### config.mk
export PLATFORM = sky130hd
export DESIGN_NAME = mcs_top
export DESIGN_NICKNAME = d
export VERILOG_FILES = /design/src/include/mcs_pkg.sv /design/src/rtl/mcs_main_div.sv /design/src/rtl/mcs_edge_snap.sv /design/src/rtl/mcs_top.sv
export VERILOG_INCLUDE_DIRS = /design/src /design/src/include
export SDC_FILE = /design/constraint.sdc
export NUM_CORES = 1
export LEC_CHECK = 0
export BUFFER_PORTS_ARGS = -buffer_cell sky130_fd_sc_hd__buf_2
export CORE_ASPECT_RATIO = 0.6
export CORE_MARGIN = 5
export CORE_UTILIZATION = 45
export CTS_CLUSTER_SIZE = 16
export DETAILED_ROUTE_END_ITERATION = 8
export GPL_ROUTABILITY_DRIVEN = 0
export GPL_TIMING_DRIVEN = 0
export HOLD_SLACK_MARGIN = 0.1
export PLACE_DENSITY = 0.72
export SYNTH_ARGS = -nofsm -noshare
export SYNTH_HDL_FRONTEND = slang
export SYNTH_SLANG_ARGS = --single-unit
### constraint.sdc
create_clock -name i_ref_clk -period 9.3 [get_ports i_ref_clk]
set_input_delay 0.93 -clock i_ref_clk [delete_from_list [all_inputs] [get_ports i_ref_clk]]
set_output_delay 0.93 -clock i_ref_clk [all_outputs]
set_load 0.01 [all_outputs]
### src/include/mcs_params.svh
// constants for the main clock mode and edge snapshot block
`ifndef MCS_PARAMS_SVH
`define MCS_PARAMS_SVH

`define MCS_ADR_W        8
`define MCS_IDX_W        6
`define MCS_IDX_LSB      2
`define MCS_IDX_CFG      6'h1b
`define MCS_IDX_SNAP_HI  6'h1d
`define MCS_IDX_SNAP_LO  6'h1e
`define MCS_IDX_SYNC_CTL 6'h30
`define MCS_IDX_STATUS   6'h31

`define MCS_REG_W        16
`define MCS_CFG_RST      16'h3609
`define MCS_SYNC_CTL_RST 16'h0000

`define MCS_FUNC_LSB     0
`define MCS_FUNC_W       3
`define MCS_RATIO_LSB    3
`define MCS_RATIO_W      3
`define MCS_DIVRST_BIT   6
`define MCS_CAL_BIT      9
`define MCS_HIPFD_BIT    11

`define MCS_FUNC_BUF     3'h1
`define MCS_FUNC_DIV     3'h2
`define MCS_FUNC_MULT    3'h3

`define MCS_SMODE_LSB    0
`define MCS_SMODE_W      2
`define MCS_SMODE_DIV    2'h0
`define MCS_SYNCEN_BIT   2
`define MCS_STEP_LSB     4
`define MCS_STEP_W       4

`define MCS_DIV_W        4
`define MCS_SNAP_W       32
`define MCS_SNAP_IDX_W   5
`define MCS_SNAP_LAST    5'h1f

`endif

### src/include/mcs_pkg.sv
// types shared by the main clock mode and edge snapshot block
`include "mcs_params.svh"

package mcs_pkg;

  typedef enum logic [1:0] {
    MCS_OFF,
    MCS_BUFFER,
    MCS_DIVIDE,
    MCS_MULTIPLY
  } mcs_mode_e;

  typedef enum logic {
    MCS_SNAP_IDLE,
    MCS_SNAP_RUN
  } mcs_snap_e;

  typedef struct packed {
    logic                    src_prev;
    logic [`MCS_DIV_W-1:0]   cnt;
    logic                    out;
  } mcs_div_s;

  typedef struct packed {
    mcs_snap_e                 phase;
    logic [`MCS_SNAP_W-1:0]    raw;
    logic [`MCS_SNAP_IDX_W-1:0] idx;
    logic [`MCS_STEP_W-1:0]    wait_cnt;
    logic [`MCS_SNAP_W-1:0]    snap;
  } mcs_snap_s;

  typedef struct packed {
    logic [`MCS_REG_W-1:0] cfg;
    logic [`MCS_REG_W-1:0] sync_ctl;
    logic                  ack;
    logic [31:0]           rdat;
    logic                  hf_meta;
    logic                  hf_lvl;
    logic                  sr_meta;
    logic                  sr_lvl;
    logic                  sr_prev;
    logic                  cal_start;
    logic                  clk_out;
  } mcs_top_s;

endpackage

### src/rtl/mcs_main_div.sv
// main clock divider counting edges of the synchronised input clock
`timescale 1ns/100ps
`include "mcs_params.svh"

module mcs_main_div
  import mcs_pkg::*;
(
  input  wire logic                  i_ref_clk,
  input  wire logic                  i_rstn,
  input  wire logic                  i_src,
  input  wire logic [`MCS_DIV_W-1:0] i_div_value,
  input  wire logic                  i_restart,
  output logic                       o_div_out
);

  mcs_div_s st_ff;
  mcs_div_s nxt_st;
  logic [`MCS_DIV_W-1:0] half;

  // odd divisors get the longer half high
  assign half = (i_div_value + 4'h1) >> 1;

  always_comb
  begin
    nxt_st          = st_ff;
    nxt_st.src_prev = i_src;
    if (i_restart)
    begin
      // held while restart stands, so software sees a clean phase
      nxt_st.cnt = '0;
      nxt_st.out = 1'b0;
    end
    else if (i_src && !st_ff.src_prev)
    begin
      if (st_ff.cnt >= i_div_value - 4'h1)
        nxt_st.cnt = '0;
      else
        nxt_st.cnt = st_ff.cnt + 4'h1;
      nxt_st.out = (nxt_st.cnt < half);
    end
  end

  always_ff @(posedge i_ref_clk)
  begin
    if (!i_rstn)
      st_ff <= '0;
    else
      st_ff <= nxt_st;
  end

  assign o_div_out = st_ff.out;

endmodule

### src/rtl/mcs_edge_snap.sv
// capture of input clock edge positions after a sync request edge
`timescale 1ns/100ps
`include "mcs_params.svh"

module mcs_edge_snap
  import mcs_pkg::*;
(
  input  wire logic                   i_ref_clk,
  input  wire logic                   i_rstn,
  input  wire logic                   i_sample,
  input  wire logic                   i_start,
  input  wire logic [`MCS_STEP_W-1:0] i_step,
  output logic [`MCS_SNAP_W-1:0]      o_snapshot,
  output logic                        o_busy
);

  mcs_snap_s st_ff;
  mcs_snap_s nxt_st;

  // each rising edge marks the two bits around it
  function automatic logic [`MCS_SNAP_W-1:0] mark_edges(
    input logic [`MCS_SNAP_W-1:0] raw
  );
    logic [`MCS_SNAP_W-1:0] m;
    m = '0;
    for (int i = 1; i < `MCS_SNAP_W; i++)
    begin
      if (!raw[i-1] && raw[i])
      begin
        m[i-1] = 1'b1;
        m[i]   = 1'b1;
      end
    end
    m[0]             = 1'b1;
    m[`MCS_SNAP_W-1] = 1'b1;
    return m;
  endfunction

  always_comb
  begin
    nxt_st = st_ff;
    case (st_ff.phase)
      MCS_SNAP_IDLE:
      begin
        if (i_start)
        begin
          nxt_st.phase    = MCS_SNAP_RUN;
          nxt_st.raw      = '0;
          nxt_st.idx      = '0;
          nxt_st.wait_cnt = '0;
        end
      end
      MCS_SNAP_RUN:
      begin
        if (st_ff.wait_cnt == '0)
        begin
          nxt_st.raw[st_ff.idx] = i_sample;
          nxt_st.wait_cnt       = i_step;
          if (st_ff.idx == `MCS_SNAP_LAST)
          begin
            // both halves change in one edge
            nxt_st.snap  = mark_edges(nxt_st.raw);
            nxt_st.phase = MCS_SNAP_IDLE;
          end
          else
            nxt_st.idx = st_ff.idx + 5'h1;
        end
        else
          nxt_st.wait_cnt = st_ff.wait_cnt - 4'h1;
      end
      default:
        nxt_st.phase = MCS_SNAP_IDLE;
    endcase
  end

  always_ff @(posedge i_ref_clk)
  begin
    if (!i_rstn)
      st_ff <= '0;
    else
      st_ff <= nxt_st;
  end

  assign o_snapshot = st_ff.snap;
  assign o_busy     = (st_ff.phase == MCS_SNAP_RUN);

endmodule

### src/rtl/mcs_top.sv
// main clock path control and edge snapshot readback, wishbone slave
//
// Functional notes
// - function code picks buffer, divider or multiplier
// - one ratio field serves divide and multiply
// - buffer operation ignores the ratio field
// - divider divides by ratio plus one
// - ratio zero in divider passes clock through
// - multiplier multiplies by the ratio value
// - config write with calibrate bit starts calibration
// - sync request resets divider in mode zero (only while div_sync_en is set)
// - divider reset acts only in divider operation
// - upper word returns snapshot bits 31 to 16
// - one input sample per delay step
// - lowest and highest snapshot bits set in every capture (snapshot is zero after reset)
// - rising edge shows as adjacent set pair
// - lower snapshot half readable at its own word
//
// Register access over Wishbone was left to the implementer.
`timescale 1ns/100ps
`include "mcs_params.svh"

module mcs_top
  import mcs_pkg::*;
(
  input  wire logic                   i_ref_clk,
  input  wire logic                   i_rstn,
  input  wire logic                   i_wb_cyc,
  input  wire logic                   i_wb_stb,
  input  wire logic                   i_wb_we,
  input  wire logic [`MCS_ADR_W-1:0]  i_wb_adr,
  input  wire logic [31:0]            i_wb_dat,
  input  wire logic [3:0]             i_wb_sel,
  output logic [31:0]                 o_wb_dat,
  output logic                        o_wb_ack,
  input  wire logic                   i_high_freq_clock_input,
  input  wire logic                   i_sync_request_input,
  output logic                        o_main_clk_out,
  output mcs_mode_e                   o_main_mode,
  output logic [`MCS_DIV_W-1:0]       o_main_div_value,
  output logic [`MCS_RATIO_W-1:0]     o_main_ratio_field_multiply_view,
  output logic                        o_frequency_calibration_trigger,
  output logic                        o_multiplier_high_freq_detector_option
);

  mcs_top_s st_ff;
  mcs_top_s nxt_st;

  logic [`MCS_FUNC_W-1:0]  output_function_selector;
  logic [`MCS_RATIO_W-1:0] ratio;
  logic [`MCS_SMODE_W-1:0] sync_request_mode;
  logic                    div_sync_en;
  logic [`MCS_STEP_W-1:0]  sync_request_delay_step;
  mcs_mode_e               mode;
  logic                    sync_rise;
  logic                    div_restart;
  logic                    div_out;
  logic [`MCS_SNAP_W-1:0]  input_edge_snapshot;
  logic                    snap_busy;
  logic                    bus_req;
  logic                    bus_commit;
  logic [`MCS_IDX_W-1:0]   bus_idx;
  logic                    cfg_write;
  logic                    sync_ctl_write;
  logic                    cal_request;
  logic [`MCS_REG_W-1:0]   status_word;

  // effective operation from the function code and ratio field
  function automatic mcs_mode_e decode_mode(
    input logic [`MCS_FUNC_W-1:0]  func,
    input logic [`MCS_RATIO_W-1:0] r
  );
    mcs_mode_e m;
    m = MCS_OFF;
    case (func)
      `MCS_FUNC_BUF:
      begin
        m = MCS_BUFFER;
      end
      `MCS_FUNC_DIV:
      begin
        if (r == '0)
        begin
          m = MCS_BUFFER;
        end
        else
        begin
          m = MCS_DIVIDE;
        end
      end
      `MCS_FUNC_MULT:
      begin
        // ratio zero is outside the valid range; pass the clock
        if (r == '0)
        begin
          m = MCS_BUFFER;
        end
        else
        begin
          m = MCS_MULTIPLY;
        end
      end
      default:
      begin
        m = MCS_OFF; // reserved code keeps the outputs quiet
      end
    endcase
    return m;
  endfunction

  // merge write data into a 16-bit register by byte lane
  function automatic logic [`MCS_REG_W-1:0] lane_write(
    input logic [`MCS_REG_W-1:0] old,
    input logic [31:0]           dat,
    input logic [3:0]            sel
  );
    logic [`MCS_REG_W-1:0] v;
    v = old;
    if (sel[0])
    begin
      v[7:0] = dat[7:0];
    end
    if (sel[1])
    begin
      v[15:8] = dat[15:8];
    end
    return v;
  endfunction

  // readback mux; unmapped words read as zero
  function automatic logic [31:0] read_word(
    input logic [`MCS_IDX_W-1:0]  idx,
    input logic [`MCS_REG_W-1:0]  cfg,
    input logic [`MCS_REG_W-1:0]  sync_ctl,
    input logic [`MCS_SNAP_W-1:0] snap,
    input logic [`MCS_REG_W-1:0]  status
  );
    logic [31:0] w;
    w = 32'h0000_0000;
    case (idx)
      `MCS_IDX_CFG:
      begin
        w = {16'h0000, cfg};
      end
      `MCS_IDX_SNAP_HI:
      begin
        w = {16'h0000, snap[`MCS_SNAP_W-1:`MCS_REG_W]};
      end
      `MCS_IDX_SNAP_LO:
      begin
        w = {16'h0000, snap[`MCS_REG_W-1:0]};
      end
      `MCS_IDX_SYNC_CTL:
      begin
        w = {16'h0000, sync_ctl};
      end
      `MCS_IDX_STATUS:
      begin
        w = {16'h0000, status};
      end
      default:
      begin
        w = 32'h0000_0000;
      end
    endcase
    return w;
  endfunction

  // field views of the two software registers
  assign output_function_selector =
    st_ff.cfg[`MCS_FUNC_LSB +: `MCS_FUNC_W];
  assign ratio = st_ff.cfg[`MCS_RATIO_LSB +: `MCS_RATIO_W];
  assign sync_request_mode =
    st_ff.sync_ctl[`MCS_SMODE_LSB +: `MCS_SMODE_W];
  assign div_sync_en = st_ff.sync_ctl[`MCS_SYNCEN_BIT];
  assign sync_request_delay_step =
    st_ff.sync_ctl[`MCS_STEP_LSB +: `MCS_STEP_W];

  assign mode = decode_mode(output_function_selector, ratio);

  // sync request rising edge, read after the second stage only
  assign sync_rise = st_ff.sr_lvl && !st_ff.sr_prev;

  // software holds the reset bit high then low after a ratio change
  assign div_restart =
    (output_function_selector == `MCS_FUNC_DIV) &&
    (st_ff.cfg[`MCS_DIVRST_BIT] ||
     (sync_rise && div_sync_en &&
      sync_request_mode == `MCS_SMODE_DIV));

  mcs_main_div mcs_main_div_inst
  (
    .i_ref_clk   (i_ref_clk),
    .i_rstn      (i_rstn),
    .i_src       (st_ff.hf_lvl),
    .i_div_value ({1'b0, ratio} + 4'h1),
    .i_restart   (div_restart),
    .o_div_out   (div_out)
  );

  mcs_edge_snap mcs_edge_snap_inst
  (
    .i_ref_clk  (i_ref_clk),
    .i_rstn     (i_rstn),
    .i_sample   (st_ff.hf_lvl),
    .i_start    (sync_rise),
    .i_step     (sync_request_delay_step),
    .o_snapshot (input_edge_snapshot),
    .o_busy     (snap_busy)
  );

  // classic wishbone: answer one cycle after the request is seen,
  // write committed on the edge where the master samples ack
  assign bus_req    = i_wb_cyc && i_wb_stb;
  assign bus_commit = bus_req && st_ff.ack;
  assign bus_idx    = i_wb_adr[`MCS_IDX_LSB +: `MCS_IDX_W];

  assign cfg_write      = bus_commit && i_wb_we &&
                          (bus_idx == `MCS_IDX_CFG);
  assign sync_ctl_write = bus_commit && i_wb_we &&
                          (bus_idx == `MCS_IDX_SYNC_CTL);
  // every write with the bit set retriggers, not just a rise
  assign cal_request    = cfg_write && i_wb_sel[1] &&
                          i_wb_dat[`MCS_CAL_BIT];
  assign status_word    = {11'h000, div_restart, snap_busy,
                           st_ff.clk_out, mode};

  always_comb
  begin
    nxt_st           = st_ff;
    nxt_st.hf_meta   = i_high_freq_clock_input;
    nxt_st.hf_lvl    = st_ff.hf_meta;
    nxt_st.sr_meta   = i_sync_request_input;
    nxt_st.sr_lvl    = st_ff.sr_meta;
    nxt_st.sr_prev   = st_ff.sr_lvl;
    nxt_st.cal_start = 1'b0;
    nxt_st.ack       = bus_req && !st_ff.ack;

    // data latched when the request is taken, shown with ack
    if (bus_req && !st_ff.ack)
    begin
      nxt_st.rdat = read_word(bus_idx, st_ff.cfg, st_ff.sync_ctl,
                              input_edge_snapshot, status_word);
    end

    // read-only and unmapped words ignore writes but still answer
    if (cfg_write)
    begin
      nxt_st.cfg = lane_write(st_ff.cfg, i_wb_dat, i_wb_sel);
    end
    if (sync_ctl_write)
    begin
      nxt_st.sync_ctl = lane_write(st_ff.sync_ctl, i_wb_dat, i_wb_sel);
    end
    nxt_st.cal_start = cal_request;

    // multiplication happens in the analog path; digital passes input
    case (mode)
      MCS_BUFFER:
      begin
        nxt_st.clk_out = st_ff.hf_lvl;
      end
      MCS_DIVIDE:
      begin
        nxt_st.clk_out = div_out;
      end
      MCS_MULTIPLY:
      begin
        nxt_st.clk_out = st_ff.hf_lvl;
      end
      default:
      begin
        nxt_st.clk_out = 1'b0;
      end
    endcase
  end

  always_ff @(posedge i_ref_clk)
  begin
    if (!i_rstn)
    begin
      st_ff          <= '0;
      st_ff.cfg      <= `MCS_CFG_RST;
      st_ff.sync_ctl <= `MCS_SYNC_CTL_RST;
    end
    else
    begin
      st_ff <= nxt_st;
    end
  end

  assign o_wb_dat         = st_ff.rdat;
  assign o_wb_ack         = st_ff.ack;
  assign o_main_clk_out   = st_ff.clk_out;
  assign o_main_mode      = mode;
  assign o_main_div_value = (mode == MCS_DIVIDE) ?
                            ({1'b0, ratio} + 4'h1) : 4'h1;
  assign o_main_ratio_field_multiply_view =
    (mode == MCS_MULTIPLY) ? ratio : 3'h1;
  assign o_frequency_calibration_trigger = st_ff.cal_start;
  // extra current if raised without a register zero write
  assign o_multiplier_high_freq_detector_option =
    st_ff.cfg[`MCS_HIPFD_BIT];

endmodule

Yosys cells after proc, flatten, opt, wreduce, memory -nomap -nowiden
Index checks and enable logic that the tools add are counted.

Add/sub/neg operators: 6. $mul: 0. Divide/modulo/power cells: 0. Order comparisons: 4. Equal/unequal tests: 15. Shifts and indexed selects: 0. Muxes and demuxes: 71. Bitwise logic cells: 2. Reductions and logical operators: 92.

Operators by type and width (number): two-way mux 2 bit (53); one-hot mux 42 bit (2 select lines) (1); one-hot mux 16 bit (5 select lines) (1); logical AND 1 bit (45); two-way mux 42 bit (1); two-way mux 38 bit (1); zero test 1 bit (34); bitwise mux 32 bit (1); two-way mux 4 bit (5); == test 6 x 5 -> 1 bit, second input constant (3); == test 6 bit, second input constant (2); AND reduction 2 bit (5); adder 4 x 1 -> 4 bit, second input constant (2); subtractor 4 x 1 -> 4 bit, second input constant (2); == test 3 x 2 -> 1 bit, second input constant (2); less-than comparator 5 x 6 -> 1 bit, second input constant (1); != test 2 bit, second input constant (3); one-hot mux 2 bit (3 select lines) (1); AND reduction 3 bit (2); adder 5 x 1 -> 5 bit, second input constant (1); demux 1 bit (select 5 bit) (1); == test 5 bit, second input constant (1); >= comparator 5 x 1 -> 1 bit, second input constant (1); two-way mux 5 bit (1); other kinds (15) (20).

Bits in registers: 152. Latch bits: 0. Memory bits (writable): 0. Memory bits (read-only): 0. Input port bits: 51. Output and inout bits: 45. Word-level logic and storage cells: 211. Memories kept: 0.

Logic depth before layout (Yosys ltp)
Gate-level depths: netlist of the first run.

Depth after elaboration: 59. Mapped depth: 14. Mapped depth without buffers: 14.

Modules after synthesis
From an unflattened synthesis of the first run, not the netlist that was laid out.

Cell total of the unflattened synthesis: 795. Area, all modules: 7584.8 µm².

By module, submodules not included: mcs_edge_snap (instances 1, cells each 425, area an instance 4077.7 µm², seq. area each 1461.4 µm²); mcs_top (instances 1, cells each 310, area an instance 2971.6 µm², seq. area each 1121.1 µm²); mcs_main_div (instances 1, cells each 60, area an instance 535.5 µm², seq. area each 120.1 µm²).

Worst setup path after synthesis of the first run
OpenSTA, ideal clock, no wires.

Path type: register -> register. Start: register st_ff, in the netlist ratio[0]. End: register mcs_main_div_inst.st_ff, in the netlist mcs_main_div_inst.o_div_out. Library setup time: 0.070 ns. Arrival: 2.907 ns. Required time: 9.230 ns. Setup slack: 6.323 ns. Cell stages (with the launch flop): 15. Path buffers: 0. Clock period less this slack: 2.977 ns. Cells stage by stage: dfxtp_1 > inv_1 > ha_1 > nor2_1 > xor2_1 > nand2_1 > ha_1 > o211ai_1 > o21ai_2 > nor2_1 > ha_1 > a21oi_1 > o21ai_0 > a2111o_1 > a21oi_1.

Longest elaborated chain between the ends: 7. Elaborated cells between the ends (all ways): 8. Classes of those cells: 3 x add/sub; 2 x order compare; 3 x mux.

RTL lines: start, declared (line mcs_top.sv:46) `mcs_top_s st_ff;`; start signal, assigned (line mcs_top.sv:288) `st_ff <= nxt_st;`; adder 3 x 1 -> 4 bit (*) (line mcs_top.sv:196) `.i_div_value ({1'b0, ratio} + 4'h1),`; subtractor 4 x 1 -> 4 bit (line mcs_main_div.sv:35) `if (st_ff.cnt >= i_div_value - 4'h1)`; >= comparator 4 bit (line mcs_main_div.sv:35); two-way mux 4 bit (line mcs_main_div.sv:35); two-way mux 4 bit (line mcs_main_div.sv:33) `else if (i_src && !st_ff.src_prev)`; two-way mux 4 bit (line mcs_main_div.sv:27) `if (i_restart)`; less-than comparator 4 x 3 -> 1 bit (*) (line mcs_main_div.sv:39) `nxt_st.out = (nxt_st.cnt < half);`; end signal, assigned (line mcs_main_div.sv:48) `st_ff <= nxt_st;`; end, declared (line mcs_main_div.sv:16) `mcs_div_s st_ff;`.

Every way passes the cells marked *; elsewhere a longest branch is shown, timed or not. The select of a mux whose other input is x is not followed. A chain may end at the register's enable or synchronous reset.

Final worst setup path of the first run
Ends and elaborated chain as after synthesis.

==> results of run 1 <==
-- how the worst max path moves through the flow --
stage	slack, ns	endpoint	cells after the start
2_1_floorplan	6.32	mcs_main_div_inst.o_div_out	14
3_3_place_gp	5.99	mcs_main_div_inst.o_div_out	14
3_5_place_dp	5.94	mcs_main_div_inst.o_div_out	14
4_1_cts	5.90	mcs_main_div_inst.o_div_out	14
5_1_grt	5.61	mcs_main_div_inst.o_div_out	14
6_report	5.89	mcs_main_div_inst.o_div_out	14
-- registers in the layout, indices dropped and copies added (netlist names), 3 cells and up --
signal / count
output_function_selector: 3
st_ff: 26
mcs_edge_snap_inst.st_ff: 41
o_wb_dat: 16
mcs_edge_snap_inst.o_snapshot: 31
nxt_st: 3
mcs_main_div_inst.st_ff: 5
ratio: 3
-- logic make-up (layout without fill, tap and decap cells) --
family	Yosys count	count (layout)	synth area share, %
flops	135	135	38.91
buf+inv	102	192	7.999
other cells	1	16	0.05399
simple gates	261	261	21.87
fa+ha+maj	18	18	3.243
mux	44	44	6.900
compound gates	207	207	19.89
xor+xnor	9	9	1.135
-- cells in the final DEF, fill, tap and decap left out, types with 24 or more instances in the layout --
cell type,instances
a21oi_1,29
buf_2,79
nand2_1,54
mux2_2,31
nand3_1,32
dfxtp_1,135
nand2b_1,27
clkbuf_1,29
a22oi_1,48
a31oi_1,24
nor2_1,26
nor2b_1,47
o21ai_0,39
buf_4,37
-- routing by layer --
| layer | share of wire, % | vias up |
|---|---|---|
| li1 | - | 2948 |
| met1 | 49 | 2966 |
| met2 | 39 | 275 |
| met3 | 11 | 24 |
| met4 | 1.1 | 0 |
| met5 | 0 | - |
-- worst max-delay path, cell delays in order (launching register included) --
cell      delay, ns
dfxtp_1        0.51
inv_1          0.11
ha_1           0.35
nor2_1         0.15
xor2_1         0.18
nand2_1        0.08
ha_1           0.31
o211ai_1       0.10
o21ai_2        0.33
nor2_1         0.10
ha_1           0.32
a21oi_1        0.12
o21ai_0        0.10
a2111o_1       0.43
a21oi_1        0.14
-- power groups by stage --
stage | combinational [mW] | clock [mW] | sequential [mW]
global placement | 0.0716 | 0 | 0.598
global route | 0.0806 | 0.837 | 0.585
detailed placement | 0.0720 | 0 | 0.597
floorplan | 0.0461 | 0 | 0.597
CTS | 0.0725 | 0.809 | 0.585
finish | 0.0740 | 0.808 | 0.585
-- through the flow --
step | hold WS (ns) | cell area [sq um] | utilization (%)
final | 0.4352 | 8250 | 54.14
after global routing | 0.4548 | 8250 | 54.14
after CTS | 0.4376 | 8250 | 54.14
after detailed placement | 0.4241 | 7546 | 49.52
after global placement | 0.4140 | 7546 | 49.52
after floorplan | 0.4119 | 7002 | -
-- cell type report --
type / instances / area share (%)
Sequential cell: 135 / 32.76
Clock buffer: 21 / 5.581
Clock inverter: 11 / 2.957
Buffer: 86 / 6.005
Tap cell: 203 / 3.079
Timing Repair Buffer: 58 / 3.518
Inverter: 16 / 0.7279
Multi-Input combinational cell: 555 / 45.37
==> metrics.txt, run 1 <==
setup tns final=0 ns; Iteration-0 DRC Markers=693; Starting Density=a little under half; Int Power=1.156 mW; leakage power=~3.3 nW; Final Hold Viols=0; Post-Route WL=~20 mm; GR met2 Demand/Resource=28.95%; PD cells=approximately 180 nW/um^2; mapped cell area=6945 sq um; flops & latches, synth=between 100 and 150; fin crit share=between 30% and 40%; nets=roughly 940; Hold EP=nxt_st[2]; FF+latch area=around 2700 sq um; CP required=9.64 ns; Post-synth top cells=dfxtp_1 (135), nand2_1 (54), a22oi_1 (48); Clock Skews=0.009696 ns; DR DRC count=0; Vias per Instance=5.726; Worst setup EP type=flip-flop; top_reg_cell synth=dfxtp_1; status=finished, final reports clean; Critical Path AT=between 3 and 4 ns; htree depth=4; HP Class=flip-flop to flip-flop; Hold Path Stages=1; Reg power frac=between 30% and 40%; FF-to-FF End=mcs_main_div_inst.o_div_out; first-pass GRT wire length=between 30 and 40 mm; core area=15240 sq um; clock share of power=a little under three fifths; pin count of the biggest net entering global routing=17; DR WL/cell=~18 um; Mean Syn Cell Area=between 8 and 9 sq um; Place WS=~5.9 ns; fraction of layout cells with a size suffix above 1=between 20 and 25%; Slew HR=between 50 and 60%; Multi-input gate area=about 3700 sq um; ranking of synthesized cells by area=dfxtp_1 (39%), a22oi_1 (5.2%), mux2_2 (5.0%); Synth-to-Final Area Change=18.79%; met1 Use GR=a little over a third; # setup viols final=0; die area=18100 sq um; Worst R2R Start=ratio[0]; Net Switching=between 300 and 400 uW; min Tclk post-route=3.410 ns; post-cts resize count=0; VDD IR max=0.1269 mV; register area share after synthesis=38.91%; area share of the largest cell type after synthesis=roughly two fifths; worst setup path startpoint=ratio[0]; Max Clk Rate=around 290 MHz; width of the chip=around 170 um; CTS tree=yes; most frequent cell after synthesis=dfxtp_1; reg-to-reg setup timing slack=5.89 ns; worst setup margin=5.890 ns; # rows=35; post-DP HPWL=about 15 mm; clk_lat worst skew=0.42 ns; Sink Count=135; post-CTS setup buffers=0; crit path kind=flip-flop to flip-flop; combinational share of power=about 5%; number of placed I/O pins=between 90 and 100; Inst Count DP=about 1100; vias in the first global route=between 5000 and 6000; post-synthesis cell count=777; Hold Startpoint=nxt_st[3]; Async S/R FF share, synth=0%; GRT overflow=0; Routed Antenna Nets=0; Syn. warnings=0; 1st-pass router iterations=6; Slew Viols, Final=0; Least-Margin Pin Slew=0.7203 ns; Pwr Total=between 1 and 1.5 mW; gr busiest metal=met1; non-filler instance count after layout=around 1100; Synth area leader=dfxtp_1; switching part of the total=approximately a fifth; DR vias=just over 6000; TritonCTS buffer count=17; CP Launch Type=flip-flop; Unique masters post-synth=52; EDFF count, synth=0; RSZ-0062 raised after global routing=no; Worst-path clk slew=approximately 0.06 ns; Fillers=roughly 1400; port bufs=between 50 and 60; met3 Resource Use GR=approximately 6.5%; diode count=0; Global Route Usage Sum=22.23%; Clock Tree Root=clkbuf_16; crit path max fanout=9; number of cells on the worst reg-to-reg path=14; Clock Tree Buf Depth=2; Max Cap Viol=0; hold buffers post-CTS=0; antenna violations before repair=0; Die H=around 110 um
(Power assumes the default switching activity.)
==> run 2, diff against run 1 <==
==> constraint.sdc (replaced) <==
create_clock -name i_ref_clk -period 3.4 [get_ports i_ref_clk]
set_input_delay 0.34 -clock i_ref_clk [delete_from_list [all_inputs] [get_ports i_ref_clk]]
set_output_delay 0.34 -clock i_ref_clk [all_outputs]
set_load 0.01 [all_outputs]
==> metrics.txt, run 2 (synthesis results as in run 1) <==
critical path's top delay family=compound AO/OA/AOI/OAI gates; Sink Count=around 140; Synth-to-Final Area Change=19.31%; Slew HR=roughly half; core area=around 15000 sq um; crit path max fanout=9; post-DP HPWL=approximately 15 mm; Final Hold Viols=0; setup tns final=0 ns; Least-Margin Pin Slew=0.7184 ns; HP Class=primary input to flip-flop; Hold EP=nxt_st[5]; Vias per Instance=5.679; CP required=3.74 ns; DR WL/cell=between 15 and 20 um; Worst setup EP type=flip-flop; most common cell after layout, fill and taps aside=dfxtp_1; diode count=0; DR DRC count=0; Global Route Usage Sum=between 20 and 25%; Iteration-0 DRC Markers=between 600 and 700; Clock Tree Root=clkbuf_16; Worst-path clk slew=0.06 ns; largest register by flop count=mcs_edge_snap_inst.st_ff; FF-to-FF End=mcs_main_div_inst.o_div_out; pin count of the biggest net entering global routing=17; Worst R2R Start=ratio[0]; Crit-path slowest cell=dfxtp_2; min Tclk post-route=3.176 ns; leakage power=3.281 nW; CP Launch Type=flip-flop; nets=941; Max Clk Rate=between 300 and 400 MHz; crit path kind=flip-flop to flip-flop; CTS tree=yes; Worst Path Buf+Inv=1; first-pass GRT wire length=between 30 and 40 mm; status=finished, final reports clean; worst setup margin=about 0.22 ns; Inst Count DP=approximately 1100; most frequent CP cell=ha_1; non-filler instance count after layout=1088; # setup viols final=0; Place WS=about 0.036 ns; number of placed I/O pins=96; fin util=54.38%; Routed Antenna Nets=0; die area=roughly 18000 sq um; Max Cap Viol=0; GRT overflow=0; fin crit share=93.42%; fraction of layout cells with a size suffix above 1=between 20% and 30%; most frequent cells in the layout=dfxtp_1 (133), buf_2 (79), nand2_1 (54), a22oi_1 (48), nor2b_1 (47); port bufs=58; Critical Path AT=approximately 3.5 ns; htree depth=4; PD cells=between 400 and 500 nW/um^2; width of the chip=between 150 and 200 um; max reg flops=roughly 40; Clock Skews=~0.0084 ns; Post-Route WL=20.20 mm; Hold Startpoint=i_high_freq_clock_input; Worst path max stage delay=roughly 0.43 ns; Die H=about 110 um; clk_lat worst skew=0.42 ns; vias in the first global route=5728; Slew Viols, Final=0; Starting Density=45.57%; Hold Path Stages=2; VDD IR max=roughly 0.35 mV; # rows=35; RSZ-0062 raised after global routing=no; reg-to-reg setup timing slack=about 0.22 ns; TritonCTS buffer count=17; sequence of cells on the critical path=inv_1 > ha_1 > nor2_1 > xor2_1 > nand2_1 > ha_1 > o211ai_1 > o21ai_4 > nor2_1 > ha_1 > a21oi_1 > o21ai_0 > a2111o_1 > a21oi_1; number of cells on the worst reg-to-reg path=14; Clock Tree Buf Depth=2; 1st-pass router iterations=6; DR vias=6179; antenna violations before repair=0
==> run 2: power breakdown <==
part / internal (mW) / switching [mW]
logic: 0.0819 / 0.129
registers: 1.59 / 0.00771
clock network: 1.49 / 0.715
total: 3.17 / 0.851
==> run 2: worst max path at each step <==
stage / from / to / slack (ns) / cells past startpoint
after floorplan: ratio[0] / mcs_main_div_inst.o_div_out / 0.42 / 14
after global placement: ratio[0] / mcs_main_div_inst.o_div_out / 0.09 / 14
after detailed placement: ratio[0] / mcs_main_div_inst.o_div_out / 0.04 / 14
after CTS: ratio[1] / mcs_main_div_inst.o_div_out / 0.02 / 14
after global routing: ratio[0] / mcs_main_div_inst.o_div_out / 0.03 / 14
final: ratio[0] / mcs_main_div_inst.o_div_out / 0.22 / 14
==> run 2: area by class of cell <==
type / instances / area (sq um)
Buffer: 86 / 495.5
Tap cell: 203 / 254.0
Inverter: 16 / 60.06
Timing Repair Buffer: 61 / 312.8
Clock buffer: 21 / 460.4
Clock inverter: 11 / 244.0
Sequential cell: 135 / 2705
Fill cell: 1366 / 6953
Multi-Input combinational cell: 555 / 3755
==> run 2: what timing repair did <==
item / 4_1_cts / 5_1_grt
hold buffers: 0 / 0
gates resized for setup: 1 / 3
setup buffers: 0 / 3
pin swaps: 0 / 1
setup endpoints to repair: 1 / 1
==> run 2: layer usage <==
metal,up-vias,global-route usage [%],part of all wire [%]
met5,-,0,0
met4,0,5.185,1.0
met3,21,6.540,11
met2,254,28.95,39
met1,2952,35.06,49
li1,2952,-,-
==> run 2: stage by stage <==
step           hold WS [ns]  total power, mW  cell area, sq um
4_1_cts              0.1340            4.012              8252
5_1_grt              0.1380            4.117              8287
6_report             0.1364            4.019              8287
3_3_place_gp         0.4140            1.830              7546
2_1_floorplan        0.4119            1.758              7002
3_5_place_dp         0.4241            1.831              7546
